<file path="src/core/rtc_pkg.sv">
// constants, types and field layout of the clock and calendar registers
// assumes one 40 MHz system clock and a register port driven by the
// serial interface logic outside this block
package rtc_pkg;

	// register offsets
	localparam logic [7:0] ADDR_SCRATCH = 8'h03;
	localparam logic [7:0] ADDR_SECONDS = 8'h04;
	localparam logic [7:0] ADDR_MINUTES = 8'h05;
	localparam logic [7:0] ADDR_HOURS = 8'h06;
	localparam logic [7:0] ADDR_DAYS = 8'h07;
	localparam logic [7:0] ADDR_WEEKDAYS = 8'h08;
	localparam logic [7:0] ADDR_MONTHS = 8'h09;
	localparam logic [7:0] ADDR_YEARS = 8'h0A;

	// field positions and write masks
	localparam int OSC_HALT_POS = 7;
	localparam int HALF_DAY_POS = 5;
	localparam logic [7:0] MASK_SECONDS = 8'h7F;
	localparam logic [7:0] MASK_MINUTES = 8'h7F;
	localparam logic [7:0] MASK_HOURS = 8'h3F;
	localparam logic [7:0] MASK_DAYS = 8'h3F;
	localparam logic [7:0] MASK_WEEKDAYS = 8'h07;
	localparam logic [7:0] MASK_MONTHS = 8'h1F;
	localparam logic [7:0] MASK_YEARS = 8'hFF;

	// reset values
	localparam logic [7:0] RST_SCRATCH = 8'h00;
	localparam logic RST_OSC_HALT = 1'b1;
	localparam logic [7:0] RST_SECONDS = 8'h00;
	localparam logic [7:0] RST_MINUTES = 8'h00;
	localparam logic [7:0] RST_HOURS = 8'h00;
	localparam logic [7:0] RST_DAYS = 8'h01;
	localparam logic [7:0] RST_WEEKDAYS = 8'h06;
	localparam logic [7:0] RST_MONTHS = 8'h01;
	localparam logic [7:0] RST_YEARS = 8'h00;

	// timing
	localparam int CLK_HZ = 40_000_000;
	localparam int SEC_CYC = CLK_HZ;
	localparam int OSC_STABLE_MS = 200;
	localparam int OSC_STABLE_CYC = OSC_STABLE_MS * (CLK_HZ / 1000);

	typedef struct packed {
		logic wrEn;
		logic rdEn;
		logic [7:0] addr;
		logic [7:0] data;
	} rtc_req_s;

	typedef struct packed {
		logic [7:0] sec;
		logic [7:0] min;
		logic [7:0] hour;
		logic [7:0] day;
		logic [7:0] wday;
		logic [7:0] month;
		logic [7:0] year;
	} rtc_time_s;

	typedef enum logic [2:0] {
		OSC_STOPPED = 3'b001,
		OSC_SETTLING = 3'b010,
		OSC_GOOD = 3'b100
	} rtc_osc_e;

endpackage : rtc_pkg

</file>
<file path="src/core/rtc_time_regs.sv">
// clock and calendar counters with their register port
// assumes the serial interface raises accessBusy for a whole access and
// presents single-cycle read and write strobes through regReq
`timescale 1ns/10ps
module rtc_time_regs
	import rtc_pkg::*;
#(
	parameter int STABLE_CYC = OSC_STABLE_CYC,
	parameter int DIV_CYC = SEC_CYC
) (
	// clock and reset
	input wire logic clk_sys,
	input wire logic resetn,
	// register port
	input wire rtc_req_s regReq,
	input wire logic accessBusy,
	output logic [7:0] regRdData,
	// configuration
	input wire logic hourMode12,
	// oscillator
	input wire logic crystalRunning,
	// status
	output logic oscHaltFlag,
	output logic oscGood
);

	rtc_time_s tm;
	rtc_time_s next_tm;
	logic [7:0] scratch;
	logic oscHalt;
	logic pending;
	logic secTick;

	// increment of a two-digit BCD value
	function automatic logic [7:0] bcdInc(input logic [7:0] v);
		logic [7:0] r;
		r = 8'h00;
		if (v[3:0] == 4'h9) r = {v[7:4] + 4'h1, 4'h0};
		else r = {v[7:4], v[3:0] + 4'h1};
		return r;
	endfunction : bcdInc

	// leap when the BCD year is a multiple of four
	function automatic logic isLeap(input logic [7:0] y);
		logic r;
		r = 1'b0;
		if (!y[4]) r = (y[3:0] == 4'h0) || (y[3:0] == 4'h4) || (y[3:0] == 4'h8);
		else r = (y[3:0] == 4'h2) || (y[3:0] == 4'h6);
		return r;
	endfunction : isLeap

	// last BCD day of the given month
	function automatic logic [7:0] lastDay(input logic [7:0] m, input logic lp);
		logic [7:0] r;
		r = 8'h31;
		case (m)
			8'h02: r = lp ? 8'h29 : 8'h28;
			8'h04, 8'h06, 8'h09, 8'h11: r = 8'h30;
			default: r = 8'h31;
		endcase
		return r;
	endfunction : lastDay

	rtc_osc_mon #(
		.STABLE_CYC(STABLE_CYC)
	) u_osc (
		.clk_sys(clk_sys),
		.resetn(resetn),
		.crystalRunning(crystalRunning),
		.oscGood(oscGood)
	);

	rtc_sec_div #(
		.DIV_CYC(DIV_CYC)
	) u_div (
		.clk_sys(clk_sys),
		.resetn(resetn),
		.en(oscGood),
		.secTick(secTick)
	);

	// write decode
	wire wrScratch = regReq.wrEn && (regReq.addr == ADDR_SCRATCH);
	wire wrSec = regReq.wrEn && (regReq.addr == ADDR_SECONDS);
	wire wrMin = regReq.wrEn && (regReq.addr == ADDR_MINUTES);
	wire wrHour = regReq.wrEn && (regReq.addr == ADDR_HOURS);
	wire wrDay = regReq.wrEn && (regReq.addr == ADDR_DAYS);
	wire wrWday = regReq.wrEn && (regReq.addr == ADDR_WEEKDAYS);
	wire wrMonth = regReq.wrEn && (regReq.addr == ADDR_MONTHS);
	wire wrYear = regReq.wrEn && (regReq.addr == ADDR_YEARS);
	wire anyTimeWr = wrSec || wrMin || wrHour || wrDay || wrWday ||
		wrMonth || wrYear;

	// a tick is applied only outside an access
	wire doTick = !accessBusy && (secTick || pending);

	// carry chain
	wire secWrap = (tm.sec == 8'h59);
	wire minWrap = (tm.min == 8'h59);
	wire [7:0] hour12 = {3'b000, tm.hour[4:0]};
	wire pmNow = tm.hour[HALF_DAY_POS];
	wire hourWrap = hourMode12 ? (pmNow && hour12 == 8'h11) :
		(tm.hour == 8'h23);
	wire dayWrap = (tm.day == lastDay(tm.month, isLeap(tm.year)));
	wire monthWrap = (tm.month == 8'h12);
	wire minStep = doTick && secWrap;
	wire hourStep = minStep && minWrap;
	wire dayStep = hourStep && hourWrap;
	wire monthStep = dayStep && dayWrap;
	wire yearStep = monthStep && monthWrap;

	// next hour in the chosen format
	wire [7:0] hourInc12 = (hour12 == 8'h12) ? 8'h01 :
		(hour12 == 8'h11) ? 8'h12 : bcdInc(hour12);
	wire flipHalf = (hour12 == 8'h11);
	wire [7:0] hourNext12 = {2'b00, pmNow ^ flipHalf, hourInc12[4:0]};
	wire [7:0] hourNext24 = (tm.hour == 8'h23) ? 8'h00 :
		bcdInc(tm.hour);
	wire [7:0] hourNext = hourMode12 ? hourNext12 : hourNext24;

	// counters advance with carries; a register write takes precedence
	always_comb begin
		next_tm = tm;
		if (doTick) next_tm.sec = secWrap ? 8'h00 : bcdInc(tm.sec);
		if (minStep) next_tm.min = minWrap ? 8'h00 : bcdInc(tm.min);
		if (hourStep) next_tm.hour = hourNext;
		if (dayStep) begin
			next_tm.day = dayWrap ? 8'h01 : bcdInc(tm.day);
			next_tm.wday = (tm.wday == 8'h06) ? 8'h00 : tm.wday + 8'h01;
		end
		if (monthStep) next_tm.month = monthWrap ? 8'h01 : bcdInc(tm.month);
		if (yearStep) next_tm.year = (tm.year == 8'h99) ? 8'h00 :
			bcdInc(tm.year);
		if (wrSec) next_tm.sec = regReq.data & MASK_SECONDS;
		if (wrMin) next_tm.min = regReq.data & MASK_MINUTES;
		if (wrHour) next_tm.hour = regReq.data & MASK_HOURS;
		if (wrDay) next_tm.day = regReq.data & MASK_DAYS;
		if (wrWday) next_tm.wday = regReq.data & MASK_WEEKDAYS;
		if (wrMonth) next_tm.month = regReq.data & MASK_MONTHS;
		if (wrYear) next_tm.year = regReq.data & MASK_YEARS;
	end

	// stopped oscillator sets the flag and beats any clear
	wire next_oscHalt = !oscGood ? 1'b1 :
		(wrSec ? regReq.data[OSC_HALT_POS] : oscHalt);

	// at most one tick stored while the counters are frozen
	wire next_pending = accessBusy && (pending || secTick);

	always_ff @(posedge clk_sys or negedge resetn) begin
		if (!resetn) begin
			tm <= {RST_SECONDS, RST_MINUTES, RST_HOURS, RST_DAYS,
				RST_WEEKDAYS, RST_MONTHS, RST_YEARS};
			oscHalt <= RST_OSC_HALT;
			pending <= 1'b0;
		end else begin
			tm <= next_tm;
			oscHalt <= next_oscHalt;
			pending <= next_pending;
		end
	end

	always_ff @(posedge clk_sys or negedge resetn) begin
		if (!resetn) scratch <= RST_SCRATCH;
		else if (wrScratch) scratch <= regReq.data;
	end

	// read selection; unused bits read zero
	logic [7:0] rdSel;
	always_comb begin
		case (regReq.addr)
			ADDR_SCRATCH: rdSel = scratch;
			ADDR_SECONDS: rdSel = {oscHalt, tm.sec[6:0]};
			ADDR_MINUTES: rdSel = tm.min & MASK_MINUTES;
			ADDR_HOURS: rdSel = tm.hour & MASK_HOURS;
			ADDR_DAYS: rdSel = tm.day & MASK_DAYS;
			ADDR_WEEKDAYS: rdSel = tm.wday & MASK_WEEKDAYS;
			ADDR_MONTHS: rdSel = tm.month & MASK_MONTHS;
			ADDR_YEARS: rdSel = tm.year;
			default: rdSel = 8'h00;
		endcase
	end

	always_ff @(posedge clk_sys or negedge resetn) begin
		if (!resetn) regRdData <= 8'h00;
		else if (regReq.rdEn) regRdData <= rdSel;
	end

	assign oscHaltFlag = oscHalt;
endmodule : rtc_time_regs

</file>
<file path="src/core/rtc_osc_mon.sv">
// oscillator monitor: decides when the crystal is running and stable
// assumes crystalRunning is an asynchronous level from the oscillator pad
`timescale 1ns/10ps
module rtc_osc_mon
	import rtc_pkg::*;
#(
	parameter int STABLE_CYC = OSC_STABLE_CYC
) (
	// clock and reset
	input wire logic clk_sys,
	input wire logic resetn,
	// oscillator activity
	input wire logic crystalRunning,
	output logic oscGood
);

	logic syncA;
	logic syncB;
	logic [31:0] settleCnt;
	rtc_osc_e state;
	rtc_osc_e next_state;

	wire settleDone = (settleCnt == 32'(STABLE_CYC - 1));

	always_ff @(posedge clk_sys or negedge resetn) begin
		if (!resetn) begin
			syncA <= 1'b0;
			syncB <= 1'b0;
		end else begin
			syncA <= crystalRunning;
			syncB <= syncA;
		end
	end

	// any loss of activity restarts the settling wait
	always_comb begin
		next_state = state;
		case (state)
			OSC_STOPPED: if (syncB) next_state = OSC_SETTLING;
			OSC_SETTLING: begin
				if (!syncB) next_state = OSC_STOPPED;
				else if (settleDone) next_state = OSC_GOOD;
			end
			OSC_GOOD: if (!syncB) next_state = OSC_STOPPED;
			default: next_state = OSC_STOPPED;
		endcase
	end

	always_ff @(posedge clk_sys or negedge resetn) begin
		if (!resetn) begin
			state <= OSC_STOPPED;
			settleCnt <= 32'h0;
		end else begin
			state <= next_state;
			settleCnt <= (state == OSC_SETTLING) ? settleCnt + 32'h1 : 32'h0;
		end
	end

	assign oscGood = (state == OSC_GOOD);

endmodule : rtc_osc_mon

</file>
<file path="src/core/rtc_sec_div.sv">
// one-second prescaler: emits a one-cycle enable pulse once per second
// assumes en drops whenever the oscillator is not trusted
`timescale 1ns/10ps
module rtc_sec_div
	import rtc_pkg::*;
#(
	parameter int DIV_CYC = SEC_CYC
) (
	// clock and reset
	input wire logic clk_sys,
	input wire logic resetn,
	// control and tick
	input wire logic en,
	output logic secTick
);

	logic [31:0] divCnt;

	wire divWrap = (divCnt == 32'(DIV_CYC - 1));

	always_ff @(posedge clk_sys or negedge resetn) begin
		if (!resetn) begin
			divCnt <= 32'h0;
			secTick <= 1'b0;
		end else begin
			divCnt <= (!en || divWrap) ? 32'h0 : divCnt + 32'h1;
			secTick <= en && divWrap;
		end
	end

endmodule : rtc_sec_div

</file>
<file path="config.mk">
export PLATFORM = sky130hd
export DESIGN_NAME = rtc_time_regs
export DESIGN_NICKNAME = d
export VERILOG_FILES = /design/src/core/rtc_pkg.sv /design/src/core/rtc_time_regs.sv /design/src/core/rtc_osc_mon.sv /design/src/core/rtc_sec_div.sv
export SDC_FILE = /design/constraint.sdc
export NUM_CORES = 1
export LEC_CHECK = 0
export BUFFER_PORTS_ARGS = -buffer_cell sky130_fd_sc_hd__buf_2
export CAP_MARGIN = 20
export CELL_PAD_IN_SITES_DETAIL_PLACEMENT = 0
export CELL_PAD_IN_SITES_GLOBAL_PLACEMENT = 1
export CORE_UTILIZATION = 54
export CTS_BUF_LIST = sky130_fd_sc_hd__clkbuf_8
export DETAILED_ROUTE_END_ITERATION = 10
export PLACE_DENSITY = 0.88
export SETUP_SLACK_MARGIN = 0.15
export SLEW_MARGIN = 15
export SYNTH_ARGS = -nofsm -noshare
export SYNTH_HDL_FRONTEND = slang
export SYNTH_SLANG_ARGS = --single-unit
</file>
<file path="constraint.sdc">
create_clock -name clk_sys -period 5.05 [get_ports clk_sys]
set_clock_uncertainty 0.1 [all_clocks]
set_input_delay 1.01 -clock clk_sys [delete_from_list [all_inputs] [get_ports clk_sys]]
set_output_delay 1.01 -clock clk_sys [all_outputs]
set_load 0.02 [all_outputs]
</file>
==> results of run 1 <==
-- synth_stat cells (16+ instances only) --
master	count
dfrtp_1	138
nor2_1	130
nand2_1	71
nand3_1	45
o21ai_0	42
a21oi_1	39
xor2_1	35
inv_1	33
xnor2_1	31
nand4_1	25
nor3_1	25
ha_1	23
clkbuf_1	21
and3_1	18
a31oi_1	16
-- cell families after synthesis --
logic type	after synthesis
adders and majority gates	23
buffers and inverters	64
DFF	144
muxes	15
xor gates and xnor gates	66
and+or+nand+nor	414
AOI/OAI and AO/OA	180
-- sequential cells by signal, indices dropped and copies added, names as in the netlist, 3 cells and up --
name / count
u_osc.state: 3
u_osc.settleCnt: 32
hour12: 5
tm: 50
scratch: 8
u_div.divCnt: 32
regRdData: 8
-- power breakdown --
part           switching [mW]  internal (mW)
clock network           0.460          0.500
logic                   0.108         0.0661
registers              0.0623           1.19
-- routing by layer --
layer  track usage [%]  up-vias
met2              47.1      204
li1                  -     3340
met1              35.6     3490
met4              9.25        0
met3              5.61       34
met5                 0        -
-- layout make-up --
| type | count | area [sq um] | share of cell area, % |
|---|---|---|---|
| tap | 184 | 230 | 2.57 |
| multi-input combinational | 698 | 4380 | 49.0 |
| inverter | 33 | 124 | 1.39 |
| clock inverter | 13 | 161 | 1.81 |
| sequential | 144 | 3610 | 40.4 |
| clock buffer | 18 | 248 | 2.77 |
| timing repair buffer | 35 | 186 | 2.09 |
-- final timing paths --
path	to	slack, ns	cells after the start
worst max register to register	tm[7]	1.87	7
worst min register to register	u_osc.syncB	0.27	0
max in group asynchronous	u_osc.settleCnt[6]	3.43	2
min in group asynchronous	tm[19]	0.45	1
worst max-delay path	tm[7]	1.87	7
worst min-delay path	u_osc.syncB	0.27	0
-- cells in the final DEF (no fill, tap or decap), types with 7 or more instances in the layout --
cell type and n:
o22ai_1 9, nand2_1 71, buf_2 32, o21ai_0 42, ha_1 23, xnor2_1 31, nand3_1 45, xor2_1 35
nand4_1 25, and2_1 7, clkbuf_8 18, inv_1 34, nor3_1 25, or3_1 7, nor2b_1 11, nand2b_1 7
mux2_2 11, and3_1 18, a22oi_1 12, a21oi_1 39, nor2_1 130, or4_1 8, nor4_1 15, and4_1 8
dfrtp_1 138, a31oi_1 16
==> flow_metrics.tcl, run 1 <==
set metrics [dict create \
    cts.sinks 144 \
    wl_per_cell_microns 18.5 \
    peakVddDrop_mv 0.169 \
    grt_max_degree 69 \
    postSynthCellCount 906 \
    htreeDepth 4 \
    timing.final.crit_share_pct 62.9 \
    grt_use_total_pct 27.8 \
    worstSetupStartpoint "tm[44]" \
    fmax_mhz 315 \
    die_y_microns 126 \
    gp_congestion 0.890 \
    slew_violations 0 \
    initial_core_util_pct 56.1 \
    drive_above_1_share_pct 11.1 \
    synth_area_per_cell_sq_um 9.10 \
    worst_ep_required_time_ns 5.28 \
    vias 7068 \
    postPlaceCellArea_sq_um 8520 \
    drt-met1-wl_microns 9140 \
    timing.final.crit_period_ns 3.18 \
    vias_per_cell 6.28 \
    tritoncts "done" \
    yosys.area_share.simple_pct 26.1 \
    dr.pass1.iters 8 \
    fin_nets 975 \
    die_x_microns 126 \
    fin_cells 1125 \
    r2r_start "tm[44]" \
    syn_area_sq_um 8240 \
    post-cts-setup-buffers 0 \
    pre_cts_slack_ns 1.52 \
    synth-seq-cells 144 \
    holdBufCountCts 0 \
    synth_cell_types 72 \
    ys_seq_area_share_pct 43.8 \
    route.final.wire_length_microns 20800 \
    cts_resized 0 \
    clockBufferDepth 2 \
    cpPeakStageDelay_ns 0.72 \
    placementRows 44 \
    crit_buf_inv 0 \
    synthToLayoutAreaGrowth_pct 8.47 \
    hold_class "reg2reg" \
    timing.slew.headroom_pct 35.8 \
    cp-start-kind "flop" \
    holdWs_ns 0.266 \
    drt_iter0_drc 694 \
    setup_ws_ns 1.87 \
    status "complete, but fails checks" \
    arrival_ns 3.41 \
    cts-root-buf "clkbuf_8" \
    final_hold_viol_count 0 \
    syn_nets 952 \
    yosysTopAreaCell "dfrtp_1" \
    violations "design-rule violations" \
    hpwl_microns 14800 \
    io_pins 33 \
    fillers 1258 \
    synth_compound_area_share_pct 14.5 \
    met2WireLength_microns 10300 \
    worstMarginPinSlew_ns 0.961 \
    hp-start "u_osc.syncA" \
    highest_layer "met4" \
    crit_type "reg2reg" \
    coreArea_sq_um 14700 \
    postLayoutCellArea_sq_um 8940 \
    synthTopCellsByArea "dfrtp_1 42%, nor2_1 5.9%, xor2_1 3.7%" \
    synth_ff_type "dfrtp_1" \
    drc 4 \
    p_leak_nw 3.66 \
    yosysWarningCount 0 \
    max_cap_violations 0 \
    synth_top_area_share_pct 41.9 \
    cp_cell_sequence "ha_1 > nand3b_1 > nor3_1 > o211ai_1 > nor3_2 > a31oi_1 > o22a_1" \
    synth-edff-count 0 \
    gr-total-overflow 0 \
    synth.area.mux_share_pct 1.99 \
    crit_path_max_fanout 7 \
    grt_pass1_wl_microns 34900 \
    diodes 0 \
    ant_nets 0 \
    dr_wl_met3_microns 957 \
    final_core_util_pct 60.8 \
    synthAdderAreaFrac_pct 3.49 \
    synth_xor_area_share_pct 7.01 \
    path_clk_slew_ns 0.08 \
    grt_pass1_vias 6928 \
    endpoint_kind "flop" \
    async_flop_share_pct 100 \
    power_mw 2.39 \
    design.die.area_sq_um 15800 \
    finalSetupViolCount 0 \
    cts_made_buffers 17 \
    synth_top_family_by_area "simple AND/OR/NAND/NOR gates" \
    dp.cells 1093 \
    crit_path_top_delay_cell "nor3_1" \
    clkLatencyLatePin_ns 0.44 \
    portBuffers 32 \
    rsz0062_at_grt "false" \
    power_density_nw_per_um2 267 \
    critPathTopFamily "simple AND/OR/NAND/NOR gates" \
    antenna_found_initial 0 \
    final.setup.tns_ns 0 \
]
No activity file was read; power rests on OpenSTA's default activity.
==> run 2: changes to the inputs <==
--- a/config.mk
+++ b/config.mk
@@ -9,10 +9,10 @@
 export CAP_MARGIN = 20
 export CELL_PAD_IN_SITES_DETAIL_PLACEMENT = 0
 export CELL_PAD_IN_SITES_GLOBAL_PLACEMENT = 1
-export CORE_UTILIZATION = 54
+export CORE_UTILIZATION = 50
 export CTS_BUF_LIST = sky130_fd_sc_hd__clkbuf_8
 export DETAILED_ROUTE_END_ITERATION = 10
-export PLACE_DENSITY = 0.88
+export PLACE_DENSITY = 0.82
 export SETUP_SLACK_MARGIN = 0.15
 export SLEW_MARGIN = 15
 export SYNTH_ARGS = -nofsm -noshare
==> constraint.sdc (replaced) <==
create_clock -name clk_sys -period 3.31 [get_ports clk_sys]
set_clock_uncertainty 0.1 [all_clocks]
set_input_delay 0.662 -clock clk_sys [delete_from_list [all_inputs] [get_ports clk_sys]]
set_output_delay 0.662 -clock clk_sys [all_outputs]
set_load 0.02 [all_outputs]
==> run 2 against run 1 <==
Net effect: first-iteration DRC count fell by 19%; utilization shrank 3.6 points; register-to-register slack got worse by 1.5 ns; non-clock buffer count increased by 13; the flow now finishes without violations.
==> flow_metrics.tcl, run 2 (same netlist as run 1, synthesis figures left out) <==
set metrics [dict create \
    vias_per_cell 6.05 \
    gr-total-overflow 0 \
    fin_nets 988 \
    placementRows 46 \
    antenna_found_initial 0 \
    reg_top3 "tm: 50 flops, u_div.divCnt: 32 flops, u_osc.settleCnt: 32 flops" \
    p_int_mw 2.85 \
    drc 0 \
    cp-start-kind "flop" \
    final_hold_viol_count 0 \
    postLayoutCellArea_sq_um 9160 \
    crit_path_max_fanout 11 \
    p_leak_nw 3.76 \
    postPlaceCellArea_sq_um 8680 \
    route.final.wire_length_microns 20900 \
    endpoint_kind "flop" \
    power_density_nw_per_um2 418 \
    rsz0062_at_grt "false" \
    timing.final.crit_period_ns 2.89 \
    grt_use_total_pct 26.0 \
    final.setup.tns_ns 0 \
    drive_above_1_share_pct 12.4 \
    htreeDepth 4 \
    die_x_microns 130 \
    cts-root-buf "clkbuf_8" \
    timing.final.crit_share_pct 87.3 \
    wl_per_cell_microns 17.8 \
    cts_made_buffers 17 \
    fmax_mhz 346 \
    design.die.area_sq_um 17000 \
    largest_reg_flops 50 \
    holdBufCountCts 0 \
    ant_nets 0 \
    combPwrFrac_pct 6.9 \
    die_y_microns 130 \
    final_common_cell "dfrtp_1" \
    hold_class "in2async" \
    top_register "tm" \
    io_pins 33 \
    worstMarginPinSlew_ns 0.784 \
    peakVddDrop_mv 0.257 \
    timing.slew.headroom_pct 47.2 \
    power_mw 3.83 \
    power_frac_clock_pct 43.2 \
    clkLatencyLatePin_ns 0.45 \
    final_cell_mix "138 x dfrtp_1, 130 x nor2_1, 71 x nand2_1" \
    drt_iter0_drc 563 \
    p_sw_share_pct 25.5 \
    grt_max_degree 67 \
    status "complete, no violations" \
    p_switching_mw 0.974 \
    slew_violations 0 \
    clockBufferDepth 2 \
    pre_cts_slack_ns 0.305 \
    gp_congestion 0.902 \
    max_cap_violations 0 \
    hpwl_microns 14700 \
    synthToLayoutAreaGrowth_pct 11.1 \
    grt_pass1_vias 6679 \
    worst_ep_required_time_ns 3.51 \
    finalSetupViolCount 0 \
    portBuffers 32 \
    dr.pass1.iters 5 \
    crit_type "reg2reg" \
    cts.sinks 144 \
    coreArea_sq_um 16000 \
    path_clk_slew_ns 0.08 \
    tritoncts "done" \
    vias 7081 \
    grt_pass1_wl_microns 33800 \
    seq_power_share_pct 49.9 \
    diodes 0 \
    initial_core_util_pct 51.5 \
    post-cts-setup-buffers 0 \
    setup_ws_ns 0.422 \
    arrival_ns 3.09 \
    cts_resized 0 \
]
run 2: cell count changes in the layout (fill, tap and decap cells not counted), sizes merged:
cell / before / now
buf: 35 / 48
bufinv: 3 / 5
clkinv: 4 / 3
inv: 36 / 38
clkinvlp: 3 / 1
run 2: metrics by stage:
stage	hold slack (ns)	std cells	utilization, %
2_1_floorplan	0.231	906	-
3_3_place_gp	0.233	1139	54.3
3_5_place_dp	0.242	1139	54.3
4_1_cts	0.129	1171	57.2
5_1_grt	0.152	1171	57.2
6_report	0.124	1171	57.2
run 2: worst paths after layout:
check / from / to / slack, ns / cells after the start
max: hour12[0] / tm[21] / 0.42 / 8
min: resetn / tm[21] / 0.12 / 1
max reg2reg: hour12[0] / tm[21] / 0.42 / 8
min reg2reg: u_osc.syncA / u_osc.syncB / 0.26 / 0
max in group asynchronous: resetn / oscHaltFlag / 2.11 / 2
min in group clk_sys: crystalRunning / u_osc.syncA / 0.22 / 1
run 2: worst max-delay path, stage by stage, from the launching register on:
cell and delay (ns):
dfrtp_1 0.51, nor2b_1 0.22, and3_1 0.23, ha_1 0.18, and2_1 0.18, o211a_4 0.30
nor2_1 0.44, or2_0 0.40, o21ai_0 0.18
run 2: area by class of cell:
class / instances / area (sq um)
inverters: 33 / 124
multi-input cells: 698 / 4380
well taps: 216 / 270
clock inverters: 14 / 225
fillers: 1427 / 6850
clock buffers: 18 / 248
flip-flops and latches: 144 / 3610
repair buffers: 48 / 299
run 2: power groups by stage:
stage                     combinational, mW  sequential (mW)  clock [mW]
final                                 0.265             1.91        1.65
after global routing                  0.299             1.92        1.75
after CTS                             0.267             1.91        1.69
after detailed placement              0.265             1.94           0
after global placement                0.257             1.94           0
after floorplan                       0.163             1.90           0
run 2: routing by layer:
metal	vias to the layer above	track usage (%)	wire, microns
met4	0	10.8	612
met3	46	4.64	1100
met1	3461	34.1	9110
li1	3362	-	-
met2	212	42.5	10000
met5	-	0	0
